File: config.mk
export PLATFORM = sky130hd
export DESIGN_NAME = reload_timer_split_mode
export DESIGN_NICKNAME = d
export VERILOG_FILES = /design/src/rtl/reload_timer_pkg.sv /design/src/rtl/timer_tick_gen.sv /design/src/rtl/reload_timer_split_mode.sv
export SDC_FILE = /design/constraint.sdc
export NUM_CORES = 1
export LEC_CHECK = 0
export BUFFER_PORTS_ARGS = -buffer_cell sky130_fd_sc_hd__buf_4
export CORE_ASPECT_RATIO = 1.4
export CORE_MARGIN = 5
export CORE_UTILIZATION = 50
export DETAILED_ROUTE_END_ITERATION = 12
export PLACE_DENSITY_LB_ADDON = 0.05
export SLEW_MARGIN = 25
export SYNTH_ARGS = -nofsm -noshare
export SYNTH_HDL_FRONTEND = slang
export SYNTH_SLANG_ARGS = --single-unit
File: constraint.sdc
create_clock -name clock -period 1.6 [get_ports clock]
set_input_delay 0.08 -clock clock [delete_from_list [all_inputs] [get_ports clock]]
set_output_delay 0.08 -clock clock [all_outputs]
set_load 0.005 [all_outputs]
File: src/rtl/reload_timer_pkg.sv
/*
 * constants, register map and carrier types for the reload timer.
 * assumes a single system clock and an 8-bit special function register port.
 */
package reload_timer_pkg;
    // register offsets
    localparam logic [7:0] ADDR_TIMER_CONTROL = 8'hc8;
    localparam logic [7:0] ADDR_RELOAD_LOW    = 8'hca;
    localparam logic [7:0] ADDR_RELOAD_HIGH   = 8'hcb;
    localparam logic [7:0] ADDR_COUNT_LOW     = 8'hcc;
    localparam logic [7:0] ADDR_COUNT_HIGH    = 8'hcd;
    // timer_control field positions
    localparam int BIT_HIGH_FLAG  = 7;
    localparam int BIT_LOW_FLAG   = 6;
    localparam int BIT_LOW_IRQ_EN = 5;
    localparam int BIT_SPLIT      = 3;
    localparam int BIT_RUN        = 2;
    localparam int BIT_EXT_CLK    = 0;
    localparam logic [7:0] CONTROL_RW_MASK = 8'hed; // bits 4 and 1 read 0
    // reset values
    localparam logic [7:0] RESET_CONTROL = 8'h00;
    localparam logic [7:0] RESET_BYTE    = 8'h00;
    // rollover points
    localparam logic [7:0] BYTE_MAX = 8'hff;
    // clock divisors
    localparam int SYS_DIVIDE = 12;
    localparam int EXT_DIVIDE = 8;
    localparam logic [3:0] SYS_DIV_LAST = 4'(SYS_DIVIDE - 1);
    localparam logic [2:0] EXT_DIV_LAST = 3'(EXT_DIVIDE - 1);

    // one register access from the core
    typedef struct packed {
        logic [7:0] addr;
        logic       wr;      // byte write
        logic [7:0] wdata;
        logic       bit_wr;  // single-bit write, control register only
        logic [2:0] bit_idx;
        logic       bit_val;
        logic       rd;
    } sfr_req_t;
endpackage

File: src/rtl/timer_tick_gen.sv
/*
 * count tick generator: system clock / 12 and synchronised external / 8.
 * assumes ext_osc toggles no faster than half the system clock.
 */
`timescale 1ns/10ps
module timer_tick_gen (
    input  wire logic clock,
    input  wire logic rstn,
    input  wire logic ext_osc,
    output logic      tick_div12,
    output logic      tick_ext8
);
    logic [3:0] div12_reg;
    logic       sync1_reg;
    logic       sync2_reg;
    logic       prev_reg;
    logic [2:0] ext_cnt_reg;
    logic       ext_rise;

    always_ff @(posedge clock or negedge rstn) begin
        if (!rstn) begin
            div12_reg  <= 4'h0;
            tick_div12 <= 1'b0;
        end else begin
            tick_div12 <= (div12_reg == reload_timer_pkg::SYS_DIV_LAST);
            if (div12_reg == reload_timer_pkg::SYS_DIV_LAST)
                div12_reg <= 4'h0;
            else
                div12_reg <= div12_reg + 4'h1;
        end
    end

    always_ff @(posedge clock or negedge rstn) begin
        if (!rstn) begin
            sync1_reg <= 1'b0;
            sync2_reg <= 1'b0;
            prev_reg  <= 1'b0;
        end else begin
            sync1_reg <= ext_osc;
            sync2_reg <= sync1_reg;
            prev_reg  <= sync2_reg;
        end
    end
    assign ext_rise = sync2_reg & ~prev_reg;

    always_ff @(posedge clock or negedge rstn) begin
        if (!rstn) begin
            ext_cnt_reg <= 3'h0;
            tick_ext8   <= 1'b0;
        end else begin
            tick_ext8 <= ext_rise
                && (ext_cnt_reg == reload_timer_pkg::EXT_DIV_LAST);
            if (ext_rise)
                ext_cnt_reg <= ext_cnt_reg + 3'h1;
        end
    end
endmodule // timer_tick_gen

File: src/rtl/reload_timer_split_mode.sv
/*
 * 16-bit / split 8-bit auto-reload timer with its control register.
 * assumes a core drives one sfr_req_t per clock; clock select bits and the
 * timer interrupt enable come from core logic on the same clock.
 */
`timescale 1ns/10ps
module reload_timer_split_mode (
    input  wire logic                        clock,
    input  wire logic                        rstn,
    input  wire reload_timer_pkg::sfr_req_t  sfr_req,
    input  wire logic                        high_sysclk_select,
    input  wire logic                        low_sysclk_select,
    input  wire logic                        timer_irq_enable,
    input  wire logic                        ext_osc,
    output logic [7:0]                       sfr_rdata,
    output logic                             irq_req
);
    logic [7:0] control_reg;
    logic [7:0] count_low_reg;
    logic [7:0] count_high_reg;
    logic [7:0] reload_low_reg;
    logic [7:0] reload_high_reg;
    logic [7:0] count_low_next;
    logic [7:0] count_high_next;
    logic       tick_div12;
    logic       tick_ext8;
    logic       tick_h;
    logic       tick_l;
    logic       split;
    logic       run;
    logic       inc16;
    logic       inc_h;
    logic       inc_l;
    logic       ovf_high;
    logic       ovf_low;
    logic       ctl_wr;
    logic       cnt_wr;
    logic [7:0] control_wr_val;

    timer_tick_gen u_tick (
        .clock      (clock),
        .rstn       (rstn),
        .ext_osc    (ext_osc),
        .tick_div12 (tick_div12),
        .tick_ext8  (tick_ext8)
    );

    // selects a count tick from the encoding shared by both bytes
    function automatic logic pick_tick(input logic sys_sel,
                                       input logic ext_sel,
                                       input logic t12,
                                       input logic t8);
        pick_tick = sys_sel ? 1'b1 : (ext_sel ? t8 : t12);
    endfunction

    assign tick_h = pick_tick(high_sysclk_select,
                              control_reg[reload_timer_pkg::BIT_EXT_CLK],
                              tick_div12, tick_ext8);
    assign tick_l = pick_tick(low_sysclk_select,
                              control_reg[reload_timer_pkg::BIT_EXT_CLK],
                              tick_div12, tick_ext8);

    assign split = control_reg[reload_timer_pkg::BIT_SPLIT];
    assign run   = control_reg[reload_timer_pkg::BIT_RUN];
    assign inc16 = !split && run && tick_h;
    assign inc_h = split && run && tick_h;
    assign inc_l = split && tick_l;

    assign ovf_high = (inc16 && count_high_reg == reload_timer_pkg::BYTE_MAX
                       && count_low_reg == reload_timer_pkg::BYTE_MAX)
                   || (inc_h && count_high_reg == reload_timer_pkg::BYTE_MAX);
    assign ovf_low  = (inc16 || inc_l)
                   && count_low_reg == reload_timer_pkg::BYTE_MAX;

    assign ctl_wr = sfr_req.addr == reload_timer_pkg::ADDR_TIMER_CONTROL
                 && (sfr_req.wr || sfr_req.bit_wr);
    assign cnt_wr = sfr_req.wr
        && (sfr_req.addr == reload_timer_pkg::ADDR_COUNT_LOW
         || sfr_req.addr == reload_timer_pkg::ADDR_COUNT_HIGH);

    // next count values: increment, reload on rollover
    always_comb begin
        count_low_next  = count_low_reg;
        count_high_next = count_high_reg;
        if (inc16) begin
            // 16-bit reload from both reload bytes
            if (ovf_high) begin
                count_low_next  = reload_low_reg;
                count_high_next = reload_high_reg;
            end else begin
                count_low_next = count_low_reg + 8'h01;
                if (ovf_low)
                    count_high_next = count_high_reg + 8'h01;
            end
        end else begin
            if (inc_l)
                count_low_next = ovf_low ? reload_low_reg
                                         : count_low_reg + 8'h01;
            if (inc_h)
                count_high_next = ovf_high ? reload_high_reg
                                           : count_high_reg + 8'h01;
        end
    end

    // count bytes: a core write takes priority over counting
    always_ff @(posedge clock or negedge rstn) begin
        if (!rstn) begin
            count_low_reg  <= reload_timer_pkg::RESET_BYTE;
            count_high_reg <= reload_timer_pkg::RESET_BYTE;
        end else begin
            count_low_reg  <= count_low_next;
            count_high_reg <= count_high_next;
            if (sfr_req.wr
                && sfr_req.addr == reload_timer_pkg::ADDR_COUNT_LOW)
                count_low_reg <= sfr_req.wdata;
            if (sfr_req.wr
                && sfr_req.addr == reload_timer_pkg::ADDR_COUNT_HIGH)
                count_high_reg <= sfr_req.wdata;
        end
    end

    // reload bytes
    always_ff @(posedge clock or negedge rstn) begin
        if (!rstn) begin
            reload_low_reg  <= reload_timer_pkg::RESET_BYTE;
            reload_high_reg <= reload_timer_pkg::RESET_BYTE;
        end else begin
            if (sfr_req.wr
                && sfr_req.addr == reload_timer_pkg::ADDR_RELOAD_LOW)
                reload_low_reg <= sfr_req.wdata;
            if (sfr_req.wr
                && sfr_req.addr == reload_timer_pkg::ADDR_RELOAD_HIGH)
                reload_high_reg <= sfr_req.wdata;
        end
    end

    // byte or single-bit write value for the control register
    always_comb begin
        control_wr_val = control_reg;
        if (sfr_req.wr)
            control_wr_val = sfr_req.wdata;
        else if (sfr_req.bit_wr)
            control_wr_val[sfr_req.bit_idx] = sfr_req.bit_val;
        control_wr_val = control_wr_val & reload_timer_pkg::CONTROL_RW_MASK;
    end

    // control register; hardware flag set wins over a same-cycle clear
    always_ff @(posedge clock or negedge rstn) begin
        if (!rstn) begin
            control_reg <= reload_timer_pkg::RESET_CONTROL;
        end else begin
            if (ctl_wr)
                control_reg <= control_wr_val;
            // hardware only ever sets the flags; core writes can set or clear them
            if (ovf_high)
                control_reg[reload_timer_pkg::BIT_HIGH_FLAG] <= 1'b1;
            if (ovf_low)
                control_reg[reload_timer_pkg::BIT_LOW_FLAG] <= 1'b1;
        end
    end

    always_ff @(posedge clock or negedge rstn) begin
        if (!rstn)
            irq_req <= 1'b0;
        else
            irq_req <= timer_irq_enable
                && (control_reg[reload_timer_pkg::BIT_HIGH_FLAG]
                 || (control_reg[reload_timer_pkg::BIT_LOW_FLAG]
                  && control_reg[reload_timer_pkg::BIT_LOW_IRQ_EN]));
    end

    // read data, one cycle after the read strobe
    always_ff @(posedge clock or negedge rstn) begin
        if (!rstn) begin
            sfr_rdata <= 8'h00;
        end else if (sfr_req.rd) begin
            case (sfr_req.addr)
                reload_timer_pkg::ADDR_TIMER_CONTROL: sfr_rdata <= control_reg;
                reload_timer_pkg::ADDR_RELOAD_LOW:  sfr_rdata <= reload_low_reg;
                reload_timer_pkg::ADDR_RELOAD_HIGH: sfr_rdata <= reload_high_reg;
                reload_timer_pkg::ADDR_COUNT_LOW:   sfr_rdata <= count_low_reg;
                reload_timer_pkg::ADDR_COUNT_HIGH:  sfr_rdata <= count_high_reg;
                default:                            sfr_rdata <= 8'h00;
            endcase
        end
    end

    // checks
    property p_reload16;
        @(posedge clock) disable iff (!rstn)
        inc16 && !cnt_wr && {count_high_reg, count_low_reg} == 16'hffff
        |=> {count_high_reg, count_low_reg}
            == {$past(reload_high_reg), $past(reload_low_reg)};
    endproperty
    a_reload16: assert property (p_reload16)
        else $error("16-bit rollover did not reload");

    property p_high_flag_set;
        @(posedge clock) disable iff (!rstn)
        ovf_high |=> control_reg[7]
            ##1 (irq_req || !$past(timer_irq_enable));
    endproperty
    a_high_flag_set: assert property (p_high_flag_set)
        else $error("high overflow did not set flag or raise request");

    property p_low_irq;
        @(posedge clock) disable iff (!rstn)
        timer_irq_enable && control_reg[6] && control_reg[5] |=> irq_req;
    endproperty
    a_low_irq: assert property (p_low_irq)
        else $error("low byte request missing");

    property p_split_low_reload;
        @(posedge clock) disable iff (!rstn)
        inc_l && !cnt_wr && count_low_reg == 8'hff
        |=> count_low_reg == $past(reload_low_reg) && control_reg[6];
    endproperty
    a_split_low_reload: assert property (p_split_low_reload)
        else $error("split low byte did not reload or flag");

    property p_low_free_run;
        @(posedge clock) disable iff (!rstn)
        split && !run && low_sysclk_select && !cnt_wr && count_low_reg != 8'hff
        |=> count_low_reg == $past(count_low_reg) + 8'h01;
    endproperty
    a_low_free_run: assert property (p_low_free_run)
        else $error("low byte stopped without run");

    property p_high_gated;
        @(posedge clock) disable iff (!rstn)
        split && !run && !cnt_wr |=> $stable(count_high_reg);
    endproperty
    a_high_gated: assert property (p_high_gated)
        else $error("high byte counted while stopped");

    property p_flag_sticky;
        @(posedge clock) disable iff (!rstn)
        control_reg[7] && !ctl_wr |=> control_reg[7];
    endproperty
    a_flag_sticky: assert property (p_flag_sticky)
        else $error("high flag cleared by hardware");

    property p_no_irq;
        @(posedge clock) disable iff (!rstn)
        !timer_irq_enable |=> !irq_req;
    endproperty
    a_no_irq: assert property (p_no_irq)
        else $error("request raised while disabled");

    property p_reserved_zero;
        @(posedge clock) disable iff (!rstn)
        sfr_req.rd && sfr_req.addr == 8'hc8
        |=> sfr_rdata[4] == 1'b0 && sfr_rdata[1] == 1'b0;
    endproperty
    a_reserved_zero: assert property (p_reserved_zero)
        else $error("reserved control bits read nonzero");

    c_ovf16: cover property (@(posedge clock) disable iff (!rstn)
        inc16 && ovf_high);
    c_split_both: cover property (@(posedge clock) disable iff (!rstn)
        split && ovf_low ##[1:600] ovf_high);
    c_set_beats_clear: cover property (@(posedge clock) disable iff (!rstn)
        ctl_wr && ovf_high);
endmodule // reload_timer_split_mode

======== Word level (Yosys, flattened, before mapping) ========
Index checks and enable logic that the tools add are counted.
storage, ports and cells
  ROM bits ................................ 0
  input bits .............................. 29
  register bits after elaboration ......... 59
  output and inout port bits .............. 9
  memories kept ........................... 0
  RAM bits ................................ 0
  latch bits .............................. 0
  word-level logic and storage cells ...... 92
cells by class
  $add $sub $neg .......................... 4
  mux-type cells .......................... 24
  bitwise operators ....................... 2
  reduce and logical (&&, ||, !) cells .... 34
  equal/unequal tests ..................... 10
  $mul .................................... 0
  shifts and indexed selects .............. 0
  div/mod/pow operators ................... 0
  order comparisons ....................... 2
operator list
  kind                                                                                 number
  8-bit two-way mux                                                                    14
  8-bit equality test, second input constant                                           7
  8-bit one-hot mux with 5 select lines                                                1
  1-bit logical AND                                                                    18
  8-bit by 1-bit adder with 8-bit output, second input constant                        2
  3-bit nonzero test                                                                   4
  8-bit bitwise mux                                                                    1
  2-bit AND reduction                                                                  4
  1-bit two-way mux                                                                    6
  2-bit nonzero test                                                                   3
  4-bit by 1-bit adder with 4-bit output, second input constant                        1
  4-bit equality test, second input constant                                           1
  1-bit logical OR                                                                     4
  3-bit by 4-bit less-than comparator with 1-bit output, second input constant         1
  4-bit two-way mux                                                                    1
  4-bit by 1-bit inequality test with 1-bit output, second input constant              1
  3-bit by 1-bit adder with 3-bit output, second input constant                        1
  1-bit demux with 3-bit select                                                        1
  3-bit equality test, second input constant                                           1
  3-bit by 1-bit greater-or-equal comparator with 1-bit output, second input constant  1
  1-bit AND                                                                            1
  1-bit zero test                                                                      1
  1-bit inverter                                                                       1

======== Logic depth before layout (Yosys ltp) ========
Gate-level depths: netlist of run 1.
  depth after elaboration ................. 10
  mapped depth ............................ 7
  gate-level depth less buffers ........... 6

======== By module ========
Synthesis of run 1 repeated with hierarchy kept, for this count alone.
second synthesis, totals
  cells, all modules ...................... 341
  area, all modules ....................... 3454.6 um2
modules (own cells, without submodules)
  module                   instances  cells each  area an instance (um2)
  reload_timer_split_mode  1          312         2992.9
  timer_tick_gen           1          29          461.7

======== Worst setup path after synthesis of run 1 ========
OpenSTA, ideal clock, no wires.
  path type ............................... register to register
  start ................................... reg count_low_reg[0]
  end ..................................... reg count_high_reg[4]
  data arrival time ....................... 1.587 ns
  cell stages (with the launch flop) ...... 7
  required time ........................... 1.470 ns
  setup slack ............................. -0.117 ns
  setup time .............................. 0.130 ns
  cell sequence ........................... dfrtp_1 > ha_1 > nand3_2 > o21ba_1 > or2_4 > a2111oi_2 > o31ai_1
between the ends
  cells in the longest elaborated chain, start to end .. 7
  elaborated cells between the ends (all ways) .. 11
ends and longest elaborated chain
  item                    line                                                          text
  from (decl)             reload_timer_split_mode.sv:19                                 logic [7:0] count_low_reg;
  from (signal assigned)  reload_timer_split_mode.sv:108                                count_low_reg <= reload_timer_pkg::RESET_BYTE;
  from (signal assigned)  reload_timer_split_mode.sv:111                                count_low_reg <= count_low_next;
  from (signal assigned)  reload_timer_split_mode.sv:115                                count_low_reg <= sfr_req.wdata;
  8-bit equality test *   reload_timer_split_mode.sv:70, reload_timer_split_mode.sv:73
  1-bit logical AND       reload_timer_split_mode.sv:70                                 && count_low_reg == reload_timer_pkg::BYTE_MAX)
  1-bit logical OR        reload_timer_split_mode.sv:71                                 || (inc_h && count_high_reg == reload_timer_pkg::BYTE_MAX);
  8-bit two-way mux       reload_timer_split_mode.sv:100                                count_high_next = ovf_high ? reload_high_reg
  8-bit two-way mux       reload_timer_split_mode.sv:99                                 if (inc_h)
  8-bit two-way mux       reload_timer_split_mode.sv:85                                 if (inc16) begin
  8-bit two-way mux       reload_timer_split_mode.sv:116                                if (sfr_req.wr
  to (signal assigned)    reload_timer_split_mode.sv:109                                count_high_reg <= reload_timer_pkg::RESET_BYTE;
  to (signal assigned)    reload_timer_split_mode.sv:112                                count_high_reg <= count_high_next;
  to (signal assigned)    reload_timer_split_mode.sv:118                                count_high_reg <= sfr_req.wdata;
  to (decl)               reload_timer_split_mode.sv:20                                 logic [7:0] count_high_reg;
Every way passes the cells marked *; elsewhere a longest branch is shown, timed or not. The select of a mux whose other input is x is not followed.
A chain may end at the register's enable or synchronous reset.

======== Worst setup path in the final report of run 1 ========
  start ................................... reg control_reg[0]
  end ..................................... reg count_high_reg[5]
between the ends
  cells in the longest elaborated chain, start to end .. 10
  elaborated cells between the ends (all ways) .. 20
ends and longest elaborated chain
  item                    line                            text
  from (decl)             reload_timer_split_mode.sv:18   logic [7:0] control_reg;
  from (signal assigned)  reload_timer_split_mode.sv:150  control_reg <= reload_timer_pkg::RESET_CONTROL;
  from (signal assigned)  reload_timer_split_mode.sv:153  control_reg <= control_wr_val;
  1-bit two-way mux *     reload_timer_split_mode.sv:53   pick_tick = sys_sel ? 1'b1 : (ext_sel ? t8 : t12);
  1-bit two-way mux       reload_timer_split_mode.sv:53
  1-bit logical AND       reload_timer_split_mode.sv:65   assign inc16 = !split && run && tick_h;
  1-bit logical AND       reload_timer_split_mode.sv:69   assign ovf_high = (inc16 && count_high_reg == reload_timer_pkg::BYTE_MAX
  1-bit logical AND       reload_timer_split_mode.sv:70
  1-bit logical OR        reload_timer_split_mode.sv:71
  8-bit two-way mux       reload_timer_split_mode.sv:100
  8-bit two-way mux       reload_timer_split_mode.sv:99
  8-bit two-way mux       reload_timer_split_mode.sv:85
  8-bit two-way mux       reload_timer_split_mode.sv:116
Marked as above.

==> results of run 1 <==
layout by cell type (no fill, tap or decap), types with 6 or more instances in the layout:
cell | Yosys | layout
clkbuf_8 | 0 | 9
nand3_1 | 16 | 15
mux2i_1 | 25 | 25
a2bb2oi_1 | 7 | 7
nand2_1 | 38 | 37
o211ai_1 | 6 | 6
buf_4 | 2 | 93
nor2b_1 | 6 | 6
dfrtp_1 | 59 | 59
o21ai_0 | 18 | 14
nor2_1 | 21 | 20
a21oi_1 | 15 | 13
mux2_2 | 21 | 20
dlygate4sd3_1 | 0 | 6
inv_1 | 8 | 8
area by class of cell:
class | count | area, um^2 | share of cell area
clock buffer | 11 | 131 | 0.0283
clock inverter | 5 | 53.8 | 0.0116
inverter | 8 | 30.0 | 0.00646
multi-input combinational | 262 | 2030 | 0.436
sequential | 59 | 1480 | 0.318
tap | 92 | 115 | 0.0248
timing repair buffer | 103 | 812 | 0.175
per-stage QoR:
step	hold WS, ns	TNS (ns)	util
after global routing	0.00455	-0.912	0.703
after CTS	0.00354	-0.161	0.686
after detailed placement	0.0488	-0.526	0.635
after global placement	0.0415	-0.143	0.635
after floorplan	-0.216	-0.0454	-
final	0.00745	-0.144	0.703
per-layer routing:
metal	part of all wire	wire length (um)	GRT usage	vias up
li1	-	-	-	1464
met1	0.42	4220	0.306	1513
met2	0.49	4890	0.396	102
met3	0.050	504	0.0433	24
met4	0.039	395	0.132	0
met5	0	0	0	-
critical path, cell delays in order, from the launching register on:
cell and delay [ns]:
dfrtp_1 0.40, mux2_4 0.35, o21ai_4 0.20, or2_4 0.20
a2111oi_2 0.04, or3b_1 0.34
power groups by stage:
stage                     Clock (uW)  Combinational (uW)  Sequential (uW)
after global placement             0                 738             1770
after CTS                       1340                 798             1760
after global routing            1420                 933             1790
after detailed placement           0                 753             1780
final                           1320                 848             1770
after floorplan                    0                 362             1790
cells by family after synthesis:
family | after synthesis | share of synthesized area
and+or+nand+nor | 116 | 0.175
AOI/OAI and AO/OA | 85 | 0.176
DFF | 59 | 0.431
muxes | 47 | 0.146
buffers and inverters | 21 | 0.0296
xor gates and xnor gates | 9 | 0.0230
adders and majority gates | 5 | 0.0183
path summary, 6_finish.rpt:
kind                                           to  slack (ns)              from  depth (start not counted)
max in group asynchronous       count_high_reg[6]        0.82              rstn                          3
worst max register to register  count_high_reg[5]       -0.06    control_reg[0]                          5
worst max-delay path            count_high_reg[5]       -0.06    control_reg[0]                          5
worst min-delay path            count_high_reg[2]       0.007        sfr_req[8]                          3
worst min register to register   u_tick.sync2_reg        0.36  u_tick.sync1_reg                          0
min in group asynchronous                 irq_req        0.22              rstn                          2
timing repair:
| action | 4_1_cts | 5_1_grt |
|---|---|---|
| endpoints found under the setup margin | 16 | 18 |
| buffers inserted | 5 | 4 |
| pin swaps | 5 | 15 |
| gates resized for setup | 10 | 21 |
| hold buffers | 6 | 0 |
| hold endpoints to repair | 34 | 0 |
==> metrics.csv, run 1 <==
stage,metric,value,unit
run_status,status,"finished, violations left",
run_status,failing checks,negative setup slack,
setup_path,CP required,1.82,ns
timing,final worst clock skew,0.00583,ns
detailed_routing,DR vias/cell,5.75,
final_layout,share of cells above drive strength 1,0.371,
min_path,Hold WC Path Type,input pin to register,
final_layout,# fillers,550,
synthesis,Cells after Synth,342,
global_routing,global-route wire length before repair,15700,um
timing,Final Setup Violations,7,
pwr,combinational share of power,0.215,
pwr,Int Power,2800,uW
placement,Port Buffers,37,
detailed_routing,Pre-Repair DR Iteration Count,5,
timing,setup ws final,-0.0567,ns
pwr,Pwr Density,847,mW/mm^2
final_layout,"non-filler cells, final",540,
detailed_routing,Post-DRT Antenna Nets,0,
final_layout,Layout area overhead,35.6,%
clock_tree,H-Tree Depth,3,
final_layout,final instance area,0.00465,mm^2
timing,maximum clock rate,604,MHz
pwr,sw power,1140,uW
detailed_routing,routed len/inst,18.5,um
pwr,VDD IR max,0.755,mV
pwr,Final Power,3940,uW
setup_path,CP Capture Type,register,
synthesis,register area share after synthesis,0.431,
synthesis,ys async rst share,1.00,
global_routing,GRT Overall Usage,0.244,
synthesis,Yosys cell types,63,
global_routing,vias in the first global route,3048,
synthesis,Synth Warn #,0,
timing,worst-margin pin slew,0.424,ns
floorplan,Die Y,108,um
setup_path,Crit Path Category,register to register,
global_routing,initial antenna violation count,0,
placement,Cells after DPL,509,
clock_tree,Longest Clk Path Bufs,2,
floorplan,starting density of the core,0.518,
detailed_routing,total number of vias,3103,
detailed_routing,drt initial violations,216,
placement,DP Area,0.00420,mm^2
floorplan,Die X,80.0,um
clock_tree,Clock transition at path regs,0.07,ns
clock_tree,clk sink count,59,
synthesis,mean post-synth cell area,10.0,um^2
floorplan,Cell Rows,35,
clock_tree,Root Buffer Master,clkbuf_8,
global_routing,pin count of the biggest net entering global routing,32,
floorplan,Die Area,0.00863,mm^2
clock_tree,CTS buffer count,9,
placement,Placement Setup Slack,-0.0892,ns
detailed_routing,DRC Markers,0,
timing,Tcrit/Tclk final,1.04,
synthesis,most frequent cell after synthesis,dfrtp_1,
synthesis,number of synthesized flops with an enable pin,0,
synthesis,commonest cells in the synthesized netlist,"dfrtp_1 (59), nand2_1 (38), mux2i_1 (25), mux2_2 (21), nor2_1 (21)",
final_layout,post-layout net count,477,
pwr,switching share of power,0.290,
setup_path,Crit Path Max Fanout,5,
placement,post-DP HPWL,7410,um
flow_run,max_cap viols,0,
pwr,leakage power,0.00205,uW
synthesis,"top cells by area, synth","dfrtp_1 (43%), mux2i_1 (7.3%), mux2_2 (6.9%), nand2_1 (4.2%), o21ai_0 (2.6%)",
timing,clock period minus worst slack,1.66,ns
synthesis,Syn Nets,376,
pwr,clock power share,0.335,
global_routing,total grt overflow,0,
pwr,part of the power in registers,0.450,
placement,global placement routability congestion,0.930,
setup_path,startpoint types,register,
final_layout,antenna cells,0,
synthesis,post-synthesis instance area,0.00343,mm^2
timing,RSZ-0062 raised after global routing,true,
synthesis,Synth top area share,0.431,
setup_path,WP data arrival,1.88,ns
floorplan,number of I/O pins,38,
synthesis,"area leader, netlist",dfrtp_1,
synthesis,ys flop type,dfrtp_1,
floorplan,Core Footprint,0.00661,mm^2
synthesis,flop and latch count out of synthesis,59,
timing,Pins Over Slew Limit,0,
detailed_routing,Routed WL,10000,um
clock_tree,Worst-Skew Late Latency,0.34,ns
clock_tree,CTS tree,done,
timing,Final Hold Viols,0,
timing,Worst slew margin,0.718,
No activity file was read; power rests on OpenSTA's default activity.
==> run 2: changes to the inputs <==
CTS_BUF_LIST = sky130_fd_sc_hd__clkbuf_8   (was not set)
SYNTH_HIERARCHICAL = 1   (was not set)
==> metrics.csv, run 2 <==
stage,metric,value,unit,change
run_status,status,"finished, violations left",,
run_status,failing checks,negative setup slack,,
final_layout,antenna cells,0,,unchanged
floorplan,Cell Rows,35,,unchanged
global_routing,GRT Overall Usage,0.254,,+0.0104
global_routing,total grt overflow,0,,unchanged
setup_path,CP required,1.83,ns,about the same
final_layout,# fillers,520,,-5.5%
clock_tree,Worst-Skew Late Latency,0.35,ns,about the same
detailed_routing,DR vias/cell,5.89,,+2.5%
floorplan,starting density of the core,0.519,,+0.000915
detailed_routing,drt initial violations,212,,-1.9%
timing,WHS,0.0103,ns,+0.00280 ns
floorplan,Die Area,0.00870,mm^2,+0.75%
pwr,VDD IR max,0.899,mV,+19%
timing,Tcrit/Tclk final,1.18,,+0.141
clock_tree,clk sink count,59,,unchanged
clock_tree,H-Tree Depth,3,,unchanged
timing,clock period minus worst slack,1.88,ns,+0.226 ns
timing,Worst slew margin,0.498,,-0.220
synthesis,"area leader, netlist",dfrtp_1,,
final_layout,share of cells above drive strength 1,0.389,,+0.0180
setup_path,CP Capture Type,register,,
synthesis,ys async rst share,1.00,,unchanged
clock_tree,CTS buffer count,9,,unchanged
min_path,Hold WC Path Type,input pin to register,,
synthesis,number of synthesized flops with an enable pin,0,,unchanged
final_layout,post-layout net count,482,,+1.0%
clock_tree,CTS tree,done,,
timing,worst-margin pin slew,0.753,ns,+0.329 ns
synthesis,adder-cell share of the synthesized area,0.0181,,-0.000152
synthesis,register area share after synthesis,0.427,,-0.00359
detailed_routing,Routed WL,10400,um,+3.9%
synthesis,Syn Nets,375,,-0.27%
placement,Port Buffers,37,,unchanged
synthesis,Synth Warn #,6,,+6
timing,RSZ-0062 raised after global routing,true,,
clock_tree,Root Buffer Master,clkbuf_8,,
detailed_routing,total number of vias,3211,,+3.5%
final_layout,"non-filler cells, final",545,,+0.93%
placement,global placement routability congestion,0.981,,+5.5%
pwr,Pwr Density,912,mW/mm^2,+7.6%
floorplan,Die X,80.3,um,+0.37%
synthesis,Cells after Synth,341,,-0.29%
placement,post-DP HPWL,7480,um,+0.94%
timing,setup ws final,-0.283,ns,-0.226 ns
detailed_routing,Pre-Repair DR Iteration Count,5,,unchanged
final_layout,Layout area overhead,38.6,%,
synthesis,flop and latch count out of synthesis,59,,unchanged
synthesis,simple-gate share of the synthesized area,0.198,,+0.0228
floorplan,Core Footprint,0.00666,mm^2,+0.66%
setup_path,Crit Path Category,register to register,,
final_layout,"commonest non-fill, non-tap cell in the layout",buf_4,,
global_routing,global-route wire length before repair,16500,um,+4.8%
synthesis,most frequent cell after synthesis,dfrtp_1,,
detailed_routing,Post-DRT Antenna Nets,0,,unchanged
setup_path,WP data arrival,2.12,ns,+0.24 ns
synthesis,post-synthesis mux area share,0.131,,-0.0157
final_layout,"Core Util, Final",0.719,,+0.0166
placement,Placement Setup Slack,-0.276,ns,-0.187 ns
synthesis,Yosys cell types,68,,+7.9%
synthesis,"top cells by area, synth","dfrtp_1 (43%), mux2_1 (4.6%), mux2i_1 (4.1%), nor2_1 (3.7%), nand2_1 (3.2%)",,
flow_run,max_cap viols,0,,unchanged
timing,Pins Over Slew Limit,0,,unchanged
final_layout,most frequent cells in the layout,"buf_4 (98), dfrtp_1 (59), nor2_1 (32)",,
synthesis,Synth top area share,0.427,,-0.00359
synthesis,commonest cells in the synthesized netlist,"dfrtp_1 (59), nor2_1 (34), nand2_1 (29), a21oi_1 (20)",,
floorplan,Die Y,108,um,+0.38%
synthesis,mean post-synth cell area,10.1,um^2,+1.1%
pwr,leakage power,0.00213,uW,+3.9%
placement,DP Area,0.00428,mm^2,+1.8%
timing,final worst clock skew,0.00747,ns,+0.00164 ns
global_routing,initial antenna violation count,0,,unchanged
synthesis,ys flop type,dfrtp_1,,
synthesis,Compound-Gate Fraction of Synth Area,0.183,,+0.00650
synthesis,post-synthesis instance area,0.00345,mm^2,+0.84%
placement,Cells after DPL,513,,+0.79%
global_routing,vias in the first global route,3230,,+6.0%
clock_tree,Longest Clk Path Bufs,2,,unchanged
floorplan,number of I/O pins,38,,unchanged
synthesis,largest family of logic cells by synthesized area,simple AND/OR/NAND/NOR gates,,
detailed_routing,routed len/inst,19.1,um,+2.9%
detailed_routing,DRC Markers,0,,unchanged
clock_tree,Clock transition at path regs,0.07,ns,about the same
global_routing,pin count of the biggest net entering global routing,60,,+88%
timing,Final Setup Violations,16,,+9
timing,maximum clock rate,531,MHz,-12%
setup_path,startpoint types,register,,
final_layout,final instance area,0.00479,mm^2,+3.0%
timing,Final Hold Viols,0,,unchanged
setup_path,Crit Path Max Fanout,6,,+1
synthesis,xor/xnor share of the synthesized area,0.0127,,-0.0103
==> run 2: report_power, final <==
part	leakage [uW]	total (uW)	switching [uW]	internal, uW
combinational	0.00126	1050	498	553
sequential	0.000757	1770	116	1650
clock	0.000106	1550	662	886
==> run 2: final timing paths <==
kind / startpoint / end / slack (ns) / cells past startpoint
worst min register to register: u_tick/sync1_reg / u_tick/sync2_reg / 0.36 / 0
worst min-delay path: sfr_req[0] / sfr_rdata[6] / 0.01 / 2
max in group asynchronous: rstn / reload_high_reg[5] / 0.76 / 2
min in group asynchronous: rstn / control_reg[5] / 0.35 / 2
worst max register to register: count_high_reg[1] / count_low_reg[5] / -0.28 / 6
worst max-delay path: count_high_reg[1] / count_low_reg[5] / -0.28 / 6
==> run 2: timing repair <==
item,in CTS,in global routing
setup endpoints to repair,18,18
pin swaps,18,8
gates resized for setup,28,6
buffers inserted,8,3
hold buffers,5,0
hold endpoints to repair,65,0
==> run 2: stage by stage <==
step | total power (uW) | TNS [ns]
finish | 4370 | -2.14
global route | 4560 | -3.46
CTS | 4340 | -2.17
detailed placement | 2710 | -6.54
global placement | 2690 | -5.57
floorplan | 2250 | -1.31
==> run 2: area by class of cell <==
class	count	area, um^2	area share
Multi-Input combinational cell	261	2080	0.435
Sequential cell	59	1480	0.308
Timing Repair Buffer	110	865	0.181
Clock buffer	9	124	0.0259
Tap cell	92	115	0.0240
Clock inverter	7	101	0.0212
Inverter	7	26.3	0.00549
==> run 2: metal layers <==
metal,vias to the layer above,track usage,part of all wire
met5,-,0,0
met1,1577,0.303,0.40
li1,1486,-,-
met3,29,0.0492,0.058
met2,119,0.432,0.50
met4,0,0.129,0.035
==> run 2: logic make-up after synthesis <==
family | Yosys count
buffers and inverters | 21
DFF | 59
xor gates and xnor gates | 5
AOI/OAI and AO/OA | 87
adders and majority gates | 5
and+or+nand+nor | 124
muxes | 40
==> run 2: worst max-delay path: stages, from the launching register on <==
cell and delay (ns):
dfrtp_1 0.36, ha_2 0.18, and3_4 0.20, nand3_4 0.10, o31ai_4 0.36, mux2_4 0.34, o221a_1 0.22
